## src/common/lcialu_defs.svh

```systemverilog
// Constants of the logic, compare and increment datapath slice.
// Assumes one T state per rising edge of clk_i (100 MHz, 10 ns).
`ifndef LCIALU_DEFS_SVH
`define LCIALU_DEFS_SVH

// ********************************************************
// Opcodes and fields
// ********************************************************
`define LCIALU_OP_OR_N    8'hF6
`define LCIALU_OP_OR_M    8'hB6
`define LCIALU_OP_XOR_N   8'hEE
`define LCIALU_OP_XOR_M   8'hAE
`define LCIALU_OP_CMP_N   8'hFE
`define LCIALU_OP_CMP_M   8'hBE
`define LCIALU_OP_INC_M   8'h34
`define LCIALU_PFX_FIRST  8'hDD
`define LCIALU_PFX_SECOND 8'hFD
`define LCIALU_GRP_XOR    3'h5
`define LCIALU_GRP_OR     3'h6
`define LCIALU_GRP_CMP    3'h7
`define LCIALU_FLD_MEM    3'h6
`define LCIALU_FLD_INC    3'h4
`define LCIALU_REG_LAST   3'h5
`define LCIALU_REG_FLAGS  3'h6
`define LCIALU_REG_ACC    3'h7

// ********************************************************
// Flag bit positions
// ********************************************************
`define LCIALU_FLAG_S  7
`define LCIALU_FLAG_Z  6
`define LCIALU_FLAG_H  4
`define LCIALU_FLAG_PV 2
`define LCIALU_FLAG_N  1
`define LCIALU_FLAG_C  0

// ********************************************************
// Machine cycle lengths (last T state index) and totals
// ********************************************************
`define LCIALU_T_FETCH   3'h3
`define LCIALU_T_READ    3'h2
`define LCIALU_T_ADDR    3'h4
`define LCIALU_T_RMW_RD  3'h3
`define LCIALU_T_WRITE   3'h2
`define LCIALU_LEN_REG   5'h04
`define LCIALU_LEN_MEM   5'h07
`define LCIALU_LEN_IDX   5'h13
`define LCIALU_LEN_INC_M 5'h0B
`define LCIALU_LEN_INC_X 5'h17

// ********************************************************
// Register port map and reset values
// ********************************************************
`define LCIALU_ADR_IXL   4'h8
`define LCIALU_ADR_IXH   4'h9
`define LCIALU_ADR_IYL   4'hA
`define LCIALU_ADR_IYH   4'hB
`define LCIALU_ADR_PCL   4'hC
`define LCIALU_ADR_PCH   4'hD
`define LCIALU_ADR_STAT  4'hE
`define LCIALU_RST_BYTE  8'h00
`define LCIALU_RST_WORD  16'h0000

`endif

```

## src/common/lcialu_pkg.sv

```systemverilog
// Types of the logic, compare and increment datapath slice.
// Assumes lcialu_defs.svh is compiled alongside.
package lcialu_pkg;

	typedef enum logic [2:0] {
		ST_IDLE,
		ST_FETCH,
		ST_DISP,
		ST_ADDR,
		ST_OPND,
		ST_RMW_RD,
		ST_RMW_WR
	} lcialu_state_e;

	typedef enum logic [1:0] {
		ALU_OR,
		ALU_XOR,
		ALU_CMP,
		ALU_INC
	} lcialu_aop_e;

	typedef struct packed {
		logic        rd;
		logic        wr;
		logic [15:0] addr;
		logic [7:0]  wdata;
	} lcialu_mem_s;

	typedef struct packed {
		logic [7:0] result;
		logic [7:0] flags;
	} lcialu_alu_s;

	typedef struct packed {
		lcialu_state_e   st;
		logic [2:0]      t;
		logic [2:0]      last;
		logic [4:0]      len;
		logic [4:0]      done_len;
		logic            done;
		logic            busy;
		logic            idx_on;
		logic            idx_y;
		logic            was_idx;
		logic            imm;
		logic [7:0]      op;
		lcialu_aop_e     aop;
		logic [7:0]      opnd;
		logic [15:0]     ea;
		logic [15:0]     ix;
		logic [15:0]     iy;
		logic [15:0]     pc;
		logic [7:0][7:0] regs;
		logic [7:0]      rdata;
		lcialu_mem_s     mem;
	} lcialu_core_s;

endpackage

```

## src/verilog/lcialu_alu.sv

```systemverilog
// Combinational flag and result unit for OR, XOR, compare and increment.
// Assumes the caller registers result and flags.
`timescale 1ns/1ps
`default_nettype none
`include "lcialu_defs.svh"

module lcialu_alu (
	input  wire lcialu_pkg::lcialu_aop_e op_i,
	input  wire logic [7:0]              a_i,
	input  wire logic [7:0]              b_i,
	input  wire logic [7:0]              flags_i,
	output var lcialu_pkg::lcialu_alu_s  out_o
);

	// Even number of ones, zero ones counting as even
	function automatic logic even_par(input logic [7:0] v);
		even_par = ~^v;
	endfunction

	logic [8:0] diff;
	logic [7:0] r;
	logic [7:0] f;

	always_comb begin
		diff = {1'b0, a_i} - {1'b0, b_i};
		r = a_i;
		f = flags_i;
		case (op_i)
			lcialu_pkg::ALU_OR: begin
				r = a_i | b_i;
				f[`LCIALU_FLAG_H] = 1'b0;
				f[`LCIALU_FLAG_N] = 1'b0;
				f[`LCIALU_FLAG_C] = 1'b0;
				f[`LCIALU_FLAG_PV] = even_par(r);
			end
			lcialu_pkg::ALU_XOR: begin
				r = a_i ^ b_i;
				f[`LCIALU_FLAG_H] = 1'b0;
				f[`LCIALU_FLAG_N] = 1'b0;
				f[`LCIALU_FLAG_C] = 1'b0;
				f[`LCIALU_FLAG_PV] = even_par(r);
			end
			lcialu_pkg::ALU_CMP: begin
				r = diff[7:0];
				f[`LCIALU_FLAG_H] = (a_i[3:0] < b_i[3:0]);
				f[`LCIALU_FLAG_N] = 1'b1;
				f[`LCIALU_FLAG_C] = diff[8];
				f[`LCIALU_FLAG_PV] = (a_i[7] ^ b_i[7]) & (a_i[7] ^ diff[7]);
			end
			default: begin
				r = a_i + 8'h01;
				// Carry is left as it was
				f[`LCIALU_FLAG_H] = (a_i[3:0] == 4'hF);
				f[`LCIALU_FLAG_N] = 1'b0;
				f[`LCIALU_FLAG_PV] = (a_i == 8'h7F);
			end
		endcase
		f[`LCIALU_FLAG_S] = r[7];
		f[`LCIALU_FLAG_Z] = (r == 8'h00);
		out_o.result = r;
		out_o.flags = f;
	end

endmodule // lcialu_alu

`default_nettype wire

```

## src/verilog/lcialu_core.sv

```systemverilog
// Sequencer and register slice for OR, XOR, compare and increment.
// Assumes a synchronous byte memory that returns read data by the last
// T state of a read cycle, and one T state per rising clk_i edge.
//
// Added by the designer: the strobed register port and the register addresses.
`timescale 1ns/1ps
`default_nettype none
`include "lcialu_defs.svh"

// Summary of operation
// - Select field codes 000-101 pick six byte registers, 111 picks accumulator.
// - OR stores accumulator OR operand into accumulator; F6 immediate, B6 pointer.
// - OR and XOR clear H, N, C; P/V shows even parity.
// - XOR stores accumulator XOR operand into accumulator.
// - Operands: register, immediate, pointer byte, or index plus displacement byte.
// - Register form 4 T, immediate/pointer 7 T, indexed 19 T.
// - Compare subtracts for flags only; FE immediate, BE pointer.
// - Compare: H on borrow from bit 4, N set, P/V overflow, C borrow.
// - S follows result sign, Z set when result is zero.
// - Pattern 00 rrr 100 increments a register in 4 T states.
// - Increment: H on bit 3 carry, P/V if 7F before, N clear, C kept.
// - Opcode 34 increments the pointer-addressed byte in 11 T states.
// - Prefix DD or FD adds signed displacement to the chosen index register.
// - Indexed increment read-modify-write takes 23 T states.
module lcialu_core (
	input  wire logic                   clk_i,
	input  wire logic                   reset_n_i,
	input  wire logic                   run_i,
	input  wire logic [7:0]             mem_rdata_i,
	input  wire logic [3:0]             reg_addr_i,
	input  wire logic [7:0]             reg_wdata_i,
	input  wire logic                   reg_wr_i,
	input  wire logic                   reg_rd_i,
	output var lcialu_pkg::lcialu_mem_s mem_o,
	output logic [7:0]                  reg_rdata_o,
	output logic                        done_o,
	output logic                        busy_o
);

	// ********************************************************
	// Decode helpers
	// ********************************************************
	function automatic logic is_alu(input logic [7:0] op);
		is_alu = op[7] && (op[5:3] >= `LCIALU_GRP_XOR)
			&& (!op[6] || op[2:0] == `LCIALU_FLD_MEM);
	endfunction

	function automatic lcialu_pkg::lcialu_aop_e dec_aop(input logic [7:0] op);
		if (!is_alu(op)) begin
			dec_aop = lcialu_pkg::ALU_INC;
		end else if (op[5:3] == `LCIALU_GRP_OR) begin
			dec_aop = lcialu_pkg::ALU_OR;
		end else if (op[5:3] == `LCIALU_GRP_XOR) begin
			dec_aop = lcialu_pkg::ALU_XOR;
		end else begin
			dec_aop = lcialu_pkg::ALU_CMP;
		end
	endfunction

	function automatic lcialu_pkg::lcialu_core_s begin_mc(
		input lcialu_pkg::lcialu_core_s s,
		input lcialu_pkg::lcialu_state_e st,
		input logic [15:0]              a,
		input logic                     rd,
		input logic                     wr,
		input logic [2:0]               last
	);
		begin_mc = s;
		begin_mc.st = st;
		begin_mc.t = 3'h0;
		begin_mc.last = last;
		begin_mc.mem.addr = a;
		begin_mc.mem.rd = rd;
		begin_mc.mem.wr = wr;
	endfunction

	// ********************************************************
	// State
	// ********************************************************
	lcialu_pkg::lcialu_core_s cur;
	lcialu_pkg::lcialu_core_s nxt;
	lcialu_pkg::lcialu_alu_s  alu;
	lcialu_pkg::lcialu_aop_e  aop_now;
	logic [7:0]               op_now;
	logic [7:0]               src;
	logic [7:0]               alu_a;
	logic                     mc_end;
	logic [15:0]              hl;

	assign hl = {cur.regs[4], cur.regs[5]};
	assign mc_end = (cur.st != lcialu_pkg::ST_IDLE) && (cur.t == cur.last);

	// Operand steering: registers during the fetch, memory data afterwards
	always_comb begin
		op_now = (cur.st == lcialu_pkg::ST_FETCH) ? mem_rdata_i : cur.op;
		aop_now = (cur.st == lcialu_pkg::ST_FETCH) ? dec_aop(mem_rdata_i) : cur.aop;
		if (cur.st == lcialu_pkg::ST_FETCH) begin
			src = (aop_now == lcialu_pkg::ALU_INC) ?
				cur.regs[op_now[5:3]] : cur.regs[op_now[2:0]];
		end else begin
			src = mem_rdata_i;
		end
		alu_a = (aop_now == lcialu_pkg::ALU_INC) ? src : cur.regs[`LCIALU_REG_ACC];
	end

	lcialu_alu lcialu_alu_i (
		.op_i    (aop_now),
		.a_i     (alu_a),
		.b_i     (src),
		.flags_i (cur.regs[`LCIALU_REG_FLAGS]),
		.out_o   (alu)
	);

	// ********************************************************
	// Next state
	// ********************************************************
	always_comb begin
		nxt = cur;
		nxt.done = 1'b0;
		if (cur.st != lcialu_pkg::ST_IDLE) begin
			nxt.t = cur.t + 3'h1;
			nxt.len = cur.len + 5'h01;
		end

		// Register port; the sequencer below overrides a same-cycle write
		if (reg_rd_i) begin
			case (reg_addr_i)
				`LCIALU_ADR_IXL:  nxt.rdata = cur.ix[7:0];
				`LCIALU_ADR_IXH:  nxt.rdata = cur.ix[15:8];
				`LCIALU_ADR_IYL:  nxt.rdata = cur.iy[7:0];
				`LCIALU_ADR_IYH:  nxt.rdata = cur.iy[15:8];
				`LCIALU_ADR_PCL:  nxt.rdata = cur.pc[7:0];
				`LCIALU_ADR_PCH:  nxt.rdata = cur.pc[15:8];
				`LCIALU_ADR_STAT: nxt.rdata = {6'h00, cur.idx_on,
					(cur.st != lcialu_pkg::ST_IDLE)};
				default: begin
					if (reg_addr_i[3]) begin
						nxt.rdata = 8'h00;
					end else begin
						nxt.rdata = cur.regs[reg_addr_i[2:0]];
					end
				end
			endcase
		end
		if (reg_wr_i) begin
			case (reg_addr_i)
				`LCIALU_ADR_IXL: nxt.ix[7:0] = reg_wdata_i;
				`LCIALU_ADR_IXH: nxt.ix[15:8] = reg_wdata_i;
				`LCIALU_ADR_IYL: nxt.iy[7:0] = reg_wdata_i;
				`LCIALU_ADR_IYH: nxt.iy[15:8] = reg_wdata_i;
				`LCIALU_ADR_PCL: nxt.pc[7:0] = reg_wdata_i;
				`LCIALU_ADR_PCH: nxt.pc[15:8] = reg_wdata_i;
				default: begin
					if (!reg_addr_i[3]) begin
						nxt.regs[reg_addr_i[2:0]] = reg_wdata_i;
					end
				end
			endcase
		end

		case (cur.st)
			lcialu_pkg::ST_IDLE: begin
				if (run_i) begin
					nxt = begin_mc(nxt, lcialu_pkg::ST_FETCH, cur.pc, 1'b1, 1'b0,
						`LCIALU_T_FETCH);
					nxt.len = 5'h00;
				end
			end
			lcialu_pkg::ST_FETCH: begin
				if (mc_end) begin
					nxt.pc = cur.pc + 16'h0001;
					nxt.op = op_now;
					nxt.aop = aop_now;
					nxt.imm = op_now[6];
					if (!cur.idx_on && (op_now == `LCIALU_PFX_FIRST
						|| op_now == `LCIALU_PFX_SECOND)) begin
						// Prefix: a second opcode fetch follows
						nxt = begin_mc(nxt, lcialu_pkg::ST_FETCH, nxt.pc, 1'b1, 1'b0,
							`LCIALU_T_FETCH);
						nxt.idx_on = 1'b1;
						nxt.idx_y = (op_now == `LCIALU_PFX_SECOND);
					end else begin
						nxt.idx_on = 1'b0;
						nxt.was_idx = cur.idx_on;
						nxt.st = lcialu_pkg::ST_IDLE;
						if ((is_alu(op_now) || op_now == `LCIALU_OP_INC_M)
							&& op_now[2:0] == `LCIALU_FLD_MEM | op_now == `LCIALU_OP_INC_M) begin
							if (op_now[6]) begin
								nxt = begin_mc(nxt, lcialu_pkg::ST_OPND, nxt.pc, 1'b1, 1'b0,
									`LCIALU_T_READ);
							end else if (cur.idx_on) begin
								nxt = begin_mc(nxt, lcialu_pkg::ST_DISP, nxt.pc, 1'b1, 1'b0,
									`LCIALU_T_READ);
							end else if (op_now == `LCIALU_OP_INC_M) begin
								nxt = begin_mc(nxt, lcialu_pkg::ST_RMW_RD, hl, 1'b1, 1'b0,
									`LCIALU_T_RMW_RD);
								nxt.ea = hl;
							end else begin
								nxt = begin_mc(nxt, lcialu_pkg::ST_OPND, hl, 1'b1, 1'b0,
									`LCIALU_T_READ);
							end
						end else if (is_alu(op_now)) begin
							// Register form ends with its fetch
							if (aop_now != lcialu_pkg::ALU_CMP) begin
								nxt.regs[`LCIALU_REG_ACC] = alu.result;
							end
							nxt.regs[`LCIALU_REG_FLAGS] = alu.flags;
						end else if (op_now[7:6] == 2'h0 && op_now[2:0] == `LCIALU_FLD_INC) begin
							nxt.regs[op_now[5:3]] = alu.result;
							nxt.regs[`LCIALU_REG_FLAGS] = alu.flags;
						end
					end
				end
			end
			lcialu_pkg::ST_DISP: begin
				if (mc_end) begin
					nxt.pc = cur.pc + 16'h0001;
					nxt.ea = (cur.idx_y ? cur.iy : cur.ix)
						+ {{8{mem_rdata_i[7]}}, mem_rdata_i};
					nxt = begin_mc(nxt, lcialu_pkg::ST_ADDR, nxt.ea, 1'b0, 1'b0,
						`LCIALU_T_ADDR);
				end
			end
			lcialu_pkg::ST_ADDR: begin
				if (mc_end) begin
					if (cur.aop == lcialu_pkg::ALU_INC) begin
						nxt = begin_mc(nxt, lcialu_pkg::ST_RMW_RD, cur.ea, 1'b1, 1'b0,
							`LCIALU_T_RMW_RD);
					end else begin
						nxt = begin_mc(nxt, lcialu_pkg::ST_OPND, cur.ea, 1'b1, 1'b0,
							`LCIALU_T_READ);
					end
				end
			end
			lcialu_pkg::ST_OPND: begin
				if (mc_end) begin
					if (cur.imm) begin
						nxt.pc = cur.pc + 16'h0001;
					end
					if (cur.aop != lcialu_pkg::ALU_CMP) begin
						nxt.regs[`LCIALU_REG_ACC] = alu.result;
					end
					nxt.regs[`LCIALU_REG_FLAGS] = alu.flags;
					nxt.st = lcialu_pkg::ST_IDLE;
				end
			end
			lcialu_pkg::ST_RMW_RD: begin
				if (mc_end) begin
					nxt.opnd = alu.result;
					nxt.regs[`LCIALU_REG_FLAGS] = alu.flags;
					nxt = begin_mc(nxt, lcialu_pkg::ST_RMW_WR, cur.ea, 1'b0, 1'b1,
						`LCIALU_T_WRITE);
					nxt.mem.wdata = alu.result;
				end
			end
			lcialu_pkg::ST_RMW_WR: begin
				if (mc_end) begin
					nxt.st = lcialu_pkg::ST_IDLE;
				end
			end
			default: begin
				nxt.st = lcialu_pkg::ST_IDLE;
			end
		endcase

		// Instruction end: chain the next fetch at once so no T state is lost
		if (mc_end && nxt.st == lcialu_pkg::ST_IDLE) begin
			nxt.done = 1'b1;
			nxt.done_len = cur.len + 5'h01;
			nxt.mem.rd = 1'b0;
			nxt.mem.wr = 1'b0;
			if (run_i) begin
				nxt = begin_mc(nxt, lcialu_pkg::ST_FETCH, nxt.pc, 1'b1, 1'b0,
					`LCIALU_T_FETCH);
				nxt.len = 5'h00;
			end
		end
		// Registered so busy_o leaves straight from a flop
		nxt.busy = (nxt.st != lcialu_pkg::ST_IDLE);
	end

	always_ff @(posedge clk_i or negedge reset_n_i) begin
		if (!reset_n_i) begin
			cur <= '0;
		end else begin
			cur <= nxt;
		end
	end

	assign mem_o = cur.mem;
	assign reg_rdata_o = cur.rdata;
	assign done_o = cur.done;
	assign busy_o = cur.busy;

	// ********************************************************
	// Checks
	// ********************************************************
	logic alu_done;
	assign alu_done = cur.done && is_alu(cur.op);

	reg_len_a: assert property (@(posedge clk_i) disable iff (!reset_n_i)
		alu_done && !cur.op[6] && cur.op[2:0] != `LCIALU_FLD_MEM
			|-> cur.done_len == `LCIALU_LEN_REG)
		else $error("register form length wrong");

	idx_len_a: assert property (@(posedge clk_i) disable iff (!reset_n_i)
		alu_done && cur.was_idx && !cur.op[6] |-> cur.done_len == `LCIALU_LEN_IDX)
		else $error("indexed form length wrong");

	inc_ptr_len_a: assert property (@(posedge clk_i) disable iff (!reset_n_i)
		cur.done && cur.op == `LCIALU_OP_INC_M && !cur.was_idx
			|-> cur.done_len == `LCIALU_LEN_INC_M)
		else $error("pointer increment length wrong");

	inc_idx_len_a: assert property (@(posedge clk_i) disable iff (!reset_n_i)
		cur.done && cur.op == `LCIALU_OP_INC_M && cur.was_idx
			|-> cur.done_len == `LCIALU_LEN_INC_X)
		else $error("indexed increment length wrong");

	logic_flags_a: assert property (@(posedge clk_i) disable iff (!reset_n_i)
		alu_done && cur.op[5:3] != `LCIALU_GRP_CMP
			|-> cur.regs[6][`LCIALU_FLAG_H] == 1'b0 && cur.regs[6][`LCIALU_FLAG_C] == 1'b0
			&& cur.regs[6][`LCIALU_FLAG_PV] == ~^cur.regs[7]
			&& cur.regs[6][`LCIALU_FLAG_Z] == (cur.regs[7] == 8'h00))
		else $error("logic flags wrong");

	cmp_keeps_acc_a: assert property (@(posedge clk_i) disable iff (!reset_n_i)
		alu_done && cur.op[5:3] == `LCIALU_GRP_CMP
			|-> cur.regs[7] == $past(cur.regs[7]) && cur.regs[6][`LCIALU_FLAG_N])
		else $error("compare altered accumulator");

	inc_acc_a: assert property (@(posedge clk_i) disable iff (!reset_n_i)
		cur.done && cur.op == 8'h3C && !$past(reg_wr_i)
			|-> cur.regs[7] == $past(cur.regs[7]) + 8'h01
			&& cur.regs[6][`LCIALU_FLAG_C] == $past(cur.regs[6][`LCIALU_FLAG_C]))
		else $error("register increment wrong");

	rmw_write_a: assert property (@(posedge clk_i) disable iff (!reset_n_i)
		cur.st == lcialu_pkg::ST_RMW_RD && mc_end
			|=> (mem_o.wr && mem_o.addr == $past(cur.ea)
			&& mem_o.wdata == $past(mem_rdata_i) + 8'h01) ##3 (done_o && !mem_o.wr))
		else $error("write-back wrong");

endmodule // lcialu_core

`default_nettype wire
```

## config.mk

```make
export PLATFORM = sky130hd
export DESIGN_NAME = lcialu_core
export DESIGN_NICKNAME = d
export VERILOG_FILES = /design/src/common/lcialu_pkg.sv /design/src/verilog/lcialu_alu.sv /design/src/verilog/lcialu_core.sv
export VERILOG_INCLUDE_DIRS = /design/src /design/src/common
export SDC_FILE = /design/constraint.sdc
export NUM_CORES = 1
export LEC_CHECK = 0
export ABC_AREA = 1
export ABC_CLOCK_PERIOD_IN_PS = 9800
export BUFFER_PORTS_ARGS = -buffer_cell sky130_fd_sc_hd__buf_2
export CORE_ASPECT_RATIO = 1.5
export CORE_MARGIN = 1.5
export CORE_UTILIZATION = 40
export DETAILED_ROUTE_END_ITERATION = 6
export SYNTH_ARGS = -nofsm -noshare
export SYNTH_HDL_FRONTEND = slang
export SYNTH_HIERARCHICAL = 1
export SYNTH_SLANG_ARGS = --single-unit
```

## constraint.sdc

```tcl
create_clock -name clk_i -period 9.8 [get_ports clk_i]
set_clock_uncertainty 0.2 [all_clocks]
set_input_delay 0.98 -clock clk_i [delete_from_list [all_inputs] [get_ports clk_i]]
set_output_delay 0.98 -clock clk_i [all_outputs]
set_load 0.005 [all_outputs]
```

==> results of run 1 <==
-- registers in the layout, summed over array words and instances (netlist names) --
signal and cells:
busy_o 1, mem_o 26, done_o 1, cur 149, reg_rdata_o 8
-- kinds of logic after synthesis --
family	synth area share, %
compound gates	25.2
flops	29.3
xor+xnor	2.11
fa+ha+maj	3.03
mux	0.127
simple gates	27.8
buf+inv	12.3
-- cell type report --
cell class | count | area [sq um] | area share, %
Antenna cell | 2 | 5.00 | 0.0299
Clock buffer | 18 | 439 | 2.62
Clock inverter | 14 | 180 | 1.08
Inverter | 326 | 1220 | 7.32
Multi-Input combinational cell | 1776 | 9200 | 55.0
Sequential cell | 185 | 4630 | 27.7
Tap cell | 495 | 619 | 3.70
Timing Repair Buffer | 77 | 437 | 2.61
-- per-stage QoR --
stage / area [sq um] / util (%) / hold slack, ps / instances / worst slack [ps]
4_1_cts: 16700 / 43.3 / 293 / 2891 / 3270
5_1_grt: 16700 / 43.3 / 321 / 2892 / 2420
6_report: 16700 / 43.3 / 292 / 2893 / 2790
3_3_place_gp: 16100 / 41.7 / 266 / 2859 / 2970
3_5_place_dp: 16100 / 41.7 / 272 / 2859 / 2980
2_1_floorplan: 15800 / - / 253 / 2417 / 5000
-- worst paths after layout --
| path | startpoint | to | slack [ps] | cells past startpoint |
|---|---|---|---|---|
| worst max-delay path | cur[204] | cur[95] | 2790 | 27 |
| worst max register to register | cur[204] | cur[95] | 2790 | 27 |
| worst min register to register | mem_o[1] | mem_o[1] | 290 | 2 |
| max in group asynchronous | reset_n_i | busy_o | 7610 | 2 |
| worst min-delay path | mem_o[1] | mem_o[1] | 290 | 2 |
| min in group asynchronous | reset_n_i | cur[111] | 340 | 1 |
-- metal layers --
metal	GRT usage [%]	vias up	part of all wire [%]
met1	43.9	8485	34
met5	0	-	0.054
met2	68.2	994	47
li1	-	8024	-
met4	37.9	6	11
met3	10.4	382	7.9
-- worst max-delay path, cell delays in order (launching register included) --
cell and delay, ps:
sky130_fd_sc_hd__dfrtp_1 430, sky130_fd_sc_hd__inv_1 270, sky130_fd_sc_hd__nand3_2 380, sky130_fd_sc_hd__buf_4 490, sky130_fd_sc_hd__nand2_1 160, sky130_fd_sc_hd__nand2_2 390
sky130_fd_sc_hd__o21ai_0 1260, sky130_fd_sc_hd__o21ai_0 270, sky130_fd_sc_hd__nor2_1 260, sky130_fd_sc_hd__nand2_1 70, sky130_fd_sc_hd__nand3_1 80, sky130_fd_sc_hd__o21ai_0 160
sky130_fd_sc_hd__nand2_1 100, sky130_fd_sc_hd__nand2_1 140, sky130_fd_sc_hd__inv_1 120, sky130_fd_sc_hd__ha_1 300, sky130_fd_sc_hd__nor2_1 200, sky130_fd_sc_hd__nand3_1 130
sky130_fd_sc_hd__nand3_1 100, sky130_fd_sc_hd__nand2_1 50, sky130_fd_sc_hd__nand3_1 80, sky130_fd_sc_hd__nand2_1 70, sky130_fd_sc_hd__nand2_1 130, sky130_fd_sc_hd__inv_1 180
sky130_fd_sc_hd__inv_1 370, sky130_fd_sc_hd__a21oi_1 120, sky130_fd_sc_hd__a211oi_1 200, sky130_fd_sc_hd__a22oi_1 110
-- layout by cell type, fill, tap and decap left out, types with 5 or more instances in the layout --
cell type	n
sky130_fd_sc_hd__o211ai_1	54
sky130_fd_sc_hd__nand2_2	18
sky130_fd_sc_hd__o221ai_1	50
sky130_fd_sc_hd__dfrtp_1	185
sky130_fd_sc_hd__ha_1	35
sky130_fd_sc_hd__nand2_4	5
sky130_fd_sc_hd__nand4_1	21
sky130_fd_sc_hd__o21ai_1	14
sky130_fd_sc_hd__a22oi_1	8
sky130_fd_sc_hd__buf_4	17
sky130_fd_sc_hd__o2111ai_1	9
sky130_fd_sc_hd__a31oi_1	8
sky130_fd_sc_hd__o21ai_0	310
sky130_fd_sc_hd__a221oi_1	15
sky130_fd_sc_hd__buf_2	59
sky130_fd_sc_hd__nor3_1	23
sky130_fd_sc_hd__nand3_1	150
sky130_fd_sc_hd__nor2_4	11
sky130_fd_sc_hd__xnor2_1	12
sky130_fd_sc_hd__inv_2	8
sky130_fd_sc_hd__o22ai_1	45
sky130_fd_sc_hd__nand3b_1	5
sky130_fd_sc_hd__a21oi_1	134
sky130_fd_sc_hd__xor2_1	26
sky130_fd_sc_hd__inv_1	313
sky130_fd_sc_hd__nor2_1	146
sky130_fd_sc_hd__clkbuf_16	17
sky130_fd_sc_hd__a211oi_1	11
sky130_fd_sc_hd__nor2_2	6
sky130_fd_sc_hd__nand2_1	624
==> summary by stage, run 1 <==
Outcome
The flow ran to the end, and the final reports show no timing, DRC or antenna violations.

Die
The total area inside the core boundary comes to ~0.039 sq mm. The initial standard-cell utilization of the core is 40.8%. The chip height is 246 um.

The die covers a little over 0.04 sq mm. In this run the count of I/O pins placed on the die edge is between 60 and 70. In this run the horizontal extent of the chip is 165 um. The row count is 88.

Run
The number of maximum-capacitance violations is 0.

STA
Setup repair after global routing left no endpoint under its margin. Timing would allow up to 143 MHz. The total negative slack for setup checks is 0 ps.

The max-slew violation total from the final report is 0. The period utilization is just over 70%. The shortest clock period the worst path allows after layout is 7010 ps. The worst slew margin relative to its limit is 4.59%. The slew at the pin with the worst max-slew slack is 1420 ps.

Setup violations remaining at the end of the flow were counted as 0. The final-report hold violation count was 0.

Synth
Sorting the synthesized cells by how often they occur yields sky130_fd_sc_hd__nand2_1, sky130_fd_sc_hd__inv_1, sky130_fd_sc_hd__o21ai_0. In the synthesized netlist the dominant register cell turns out to be sky130_fd_sc_hd__dfrtp_1. When the netlist entered floorplanning its net count stood at 2,479. In this run the cell area of the synthesized design comes to 0.0158 sq mm. The most instantiated library cell after synthesis is sky130_fd_sc_hd__nand2_1. The area fraction of the dominant cell type after synthesis is 29.3%.

Summed over all instances, the cell type with the most area after synthesis is sky130_fd_sc_hd__dfrtp_1. The number of synthesized flops with an enable pin is 0. Sequential cells were found to cover 29.3% of the synthesized design area. In the synthesized netlist the async set-or-reset flop fraction comes to between 90% and 100%. Ranked by total cell area, the synthesized netlist is headed by sky130_fd_sc_hd__dfrtp_1, sky130_fd_sc_hd__nand2_1, sky130_fd_sc_hd__o21ai_0. The synthesized instance count is 2,417. The post-synthesis area per instance is approximately 6.5 sq um. The number of distinct library cells after synthesis is 55.

The number of storage elements in the synthesis netlist is 185. The yosys synthesis warning count is 6.

Placement
Routability-driven placement finished with a final weighted congestion of 1.07. Detailed placement ended at an HPWL of a little over 60,000 um. Input and output buffers added on the ports amount to 60.

Clock network
The number of buffers created by CTS is 17. The number of setup buffers added after CTS is 0. Counting along the longest clock path gives a buffer depth of 2. The cell sitting at the root of the clock tree is a sky130_fd_sc_hd__clkbuf_16.

The number of buffers inserted by hold repair at cts is 0. The number of sinks on the clock net is 185. The H-tree level count is 4. The clock transition time at the flip-flop clock pins of the worst setup and hold paths is 90 ps. TritonCTS built the clock tree.

The number of instances resized during post-cts repair is 0. The clock latency on the worst-skew pair is 480 ps.

GRT
The pin count of the biggest net entering global routing is 81. For this run, the total global-route usage over all layers was measured as a little over two fifths. The via count of the first global-routing pass is 17,500. The initial antenna violation count is 6. The total overflow left after global routing is 0.

The first global-routing pass estimated 120,000 um of wire.

Worst hold path
The path class of the tightest hold or removal check is flip-flop to flip-flop.

Routing
The number of nets with antenna violations after routing is 0. The routed wire length is 83,400 um. The routed via count is 17,900. The DRC violations left is 0. The first-pass iteration count of the detailed router is 6. The DRC marker count from the first detailed-route iteration is 1,762.

The per-cell via count in the routed design is 6.18. In the final routed layout, each cell accounts on average for 28.8 um.

Cells and area
The area growth from synthesis to layout is 6.08%. Of the cells placed in the final design, the portion with a size suffix greater than 1 is approximately 7%. The filler cell count is 4,169.

The net count reported at finish is ~2,400.

Setup path
Of all nets on the critical path, the largest fanout is 44. The worst setup path is captured at a flip-flop. The worst path required time is about 9900 ps. By startpoint and endpoint, the worst setup path is classified as flip-flop to flip-flop. The critical path data arrival time is 7120 ps. The startpoint kind of the worst setup timing path is a flip-flop.
Power of run 1 is not shown: default switching activity piles up to over one toggle a cycle in this logic, so the estimate is an artifact.
==> inputs of run 2 (changes only) <==
- ABC_CLOCK_PERIOD_IN_PS: 9800 -> 6000
- clock period: 9.8 -> 6 ns (I/O delays scaled with it)
==> run 2 against run 1 <==
The run now ends with design-rule violations left; clock-buffer cell count stayed put; critical path depth unchanged; fmax up 23%; via count rose by 0.65%; sequential cell count is the same; global-route usage is 1.2 points lower; register-to-register slack got worse by 2500 ps; setup slack worse by 2500 ps; final area up 0.85%; critical path type unchanged.
==> summary by stage, run 2 (same netlist as run 1, synthesis figures left out) <==
Routing
The DRC violations left is 10 (+10). The DRC marker count from the first detailed-route iteration is 1,752 (-0.57%). The number of nets with antenna violations after routing was 0 (unchanged).

The routed wire length is 81,100 um (-2.8%). The first-pass iteration count of the detailed router is 7 (+1). The per-cell via count in the routed design was 6.18 (about the same). The average wire length per cell after detail routing is 27.8 um (-3.5%). The routed via count was 18,000 (+0.65%).

STA
The period utilization was 95.0% (+23 points). The total negative slack for setup checks was 0 ps (unchanged). The worst slew margin relative to its limit is 10.4% (+5.8 points). The shortest clock period the worst path allows after layout is 5700 ps (-1310 ps). The worst hold slack across all endpoints is 267 ps (-25.2 ps).

Setup repair after global routing left no endpoint under its margin. The max-slew violation total from the final report is 0 (unchanged). The peak clock frequency supported by timing is 175 MHz (+23%).

The slew at the pin with the worst max-slew slack came to 1330 ps (-86.2 ps). The count of final setup violators is 0 (unchanged). The final-report hold violation count came to 0 (unchanged).

Die
The initial standard-cell utilization of the core is 40.8% (unchanged). The row count came to 88 (unchanged). The width of the die is 165 um (unchanged). The die outline area is 0.0407 sq mm (unchanged). The number of placed I/O pins was 61 (unchanged). The chip height was 246 um (unchanged). The core footprint is 0.0386 sq mm (unchanged).

Cells and area
The number of flip-flops in the largest register is 149 (unchanged). The area of the multi-input gates came to 0.00921 sq mm (about the same). In the layout the commonest cells are sky130_fd_sc_hd__nand2_1, sky130_fd_sc_hd__inv_1, sky130_fd_sc_hd__o21ai_0. The net count reported at finish is 2,466 (+0.86%). The total area of sequential cells is 0.00463 sq mm (unchanged). The leading cell type in the layout, fill and taps excluded is sky130_fd_sc_hd__nand2_1. The filler cell count is 4,144 (-0.60%). The fraction of final layout cells with drive strength greater than 1 is 7.94% (+0.77 points).

The area growth from synthesis to layout is 6.97%. The register with the most flip-flops in the final layout is cur.

GRT
The global route total overflow is 0 (unchanged). The via count of the first global-routing pass is 17,200 (-2.1%). The first-pass GRT wire length is 117,000 um (-2.3%). The pin count of the biggest net entering global routing came to 80 (-1.2%). The aggregate global-route resource usage is 40.6% (-1.2 points). The initial antenna violation count is 3 (-3).

Clock network
The clock latency on the worst-skew pair came to 480 ps (about the same). The number of sinks on the clock net was 185 (unchanged). The clock transition time at the flip-flop clock pins of the worst setup and hold paths is 80 ps (about the same). The clock tree from TritonCTS is done. The number of buffers added for setup after CTS is 0 (unchanged). The maximum clock path buffer count was 2 (unchanged).

The buffer type at the clock tree root is sky130_fd_sc_hd__clkbuf_16. The number of buffers created by CTS was 17 (unchanged). The H-tree level count is 4 (unchanged).

Setup path
STA classifies the critical path endpoint as a flip-flop. The startpoint kind of the worst setup timing path is a flip-flop. The setup slack of the worst register-to-register path came to 300 ps (-2490 ps).

The number of cells on the worst reg-to-reg path is 27 (unchanged). The slowest stage cell on the critical path is sky130_fd_sc_hd__dfrtp_1. The capture instance of the worst register-to-register path is mem_o[6].

The worst path required time is 6110 ps (-3800 ps). The count of buffer and inverter cells on the critical path is 8 (+3). The start-to-end type of the worst setup path is flip-flop to flip-flop. The maximum fanout along the worst path came to 29 (-34%). The cell that appears most often on the critical path is sky130_fd_sc_hd__nand2_1. The cell class contributing the biggest share of worst-path delay is buffers and inverters. The critical path data arrival time came to 5810 ps (-1310 ps). The maximum single-stage delay on the critical path is 430 ps (-830 ps).

The worst register-to-register path begins at cur[204].

Worst hold path
The cell depth of the worst min-delay path was 4 (+2). The worst hold path terminates at cur[200]. The worst hold-check path type is input pin to flip-flop. The hold path startpoint is run_i.

Placement
The weighted congestion reported at the end of routability-driven placement is 1.09 (+2.1%). The number of port buffers was 60 (unchanged). The estimated wirelength of the detail-placed design is 61,500 um (+0.86%).

Outcome
The checks that failed: design-rule violations. The run finished, with violations left.

Run
The number of maximum-capacitance violations came to 0 (unchanged).
-- run 2: stage by stage --
step	area (sq um)	worst slack (ps)	utilization, %	std cells
finish	16900	302	43.7	2914
CTS	16900	303	43.6	2912
detailed placement	16300	342	42.1	2879
global placement	16300	435	42.1	2879
global route	16900	62.2	43.6	2912
floorplan	15800	1410	-	2417
-- run 2: what timing repair did --
action | in CTS | in global routing
endpoints found under the hold margin | 10 | 0
resized for setup | 0 | 2
hold buffers | 1 | 0
endpoints found under the setup margin | 0 | 21
-- run 2: routing by layer --
layer / vias to the layer above / track usage [%] / part of all wire (%)
met5: - / 0 / 0.032
met3: 355 / 8.79 / 7.4
met4: 4 / 36.1 / 11
met1: 8574 / 42.9 / 34
met2: 991 / 67.2 / 48
li1: 8083 / - / -
-- run 2: layout make-up --
cell class,instances,share of cell area (%)
Antenna cell,2,0.0297
Clock buffer,18,2.60
Clock inverter,14,0.912
Inverter,326,7.26
Multi-Input combinational cell,1776,54.6
Sequential cell,185,27.4
Tap cell,495,3.67
Timing Repair Buffer,98,3.54
-- run 2: worst register-to-register path: stages (launching register included) --
cell and delay, ps:
sky130_fd_sc_hd__dfrtp_1 430, sky130_fd_sc_hd__inv_1 300, sky130_fd_sc_hd__nand3_4 240, sky130_fd_sc_hd__buf_4 330, sky130_fd_sc_hd__nand2_1 110, sky130_fd_sc_hd__nand2_1 80, sky130_fd_sc_hd__inv_1 260, sky130_fd_sc_hd__nand2_1 240
sky130_fd_sc_hd__buf_4 270, sky130_fd_sc_hd__nor3_1 190, sky130_fd_sc_hd__o21ai_0 270, sky130_fd_sc_hd__nand2_1 130, sky130_fd_sc_hd__nand2_1 90, sky130_fd_sc_hd__inv_1 140, sky130_fd_sc_hd__ha_1 170, sky130_fd_sc_hd__inv_1 50
sky130_fd_sc_hd__fa_1 380, sky130_fd_sc_hd__nand2_1 110, sky130_fd_sc_hd__nand2_1 110, sky130_fd_sc_hd__nand3b_1 150, sky130_fd_sc_hd__nand2_1 60, sky130_fd_sc_hd__nand2_1 80, sky130_fd_sc_hd__nand3_1 70, sky130_fd_sc_hd__nand2_1 60
sky130_fd_sc_hd__nand2_1 90, sky130_fd_sc_hd__inv_1 340, sky130_fd_sc_hd__inv_1 180, sky130_fd_sc_hd__o21ai_0 430
-- run 2: worst max-delay path by stage --
| stage | start | to | cells after the start |
|---|---|---|---|
| 6_report | cur[204] | mem_o[6] | 27 |
| 5_1_grt | cur[204] | cur[61] | 28 |
| 4_1_cts | cur[204] | mem_o[6] | 27 |
| 3_5_place_dp | cur[204] | mem_o[6] | 27 |
| 3_3_place_gp | mem_rdata_i[1] | mem_o[6] | 27 |
| 2_1_floorplan | cur[203] | cur[56] | 29 |
Power of run 2 is left out for the same reason.
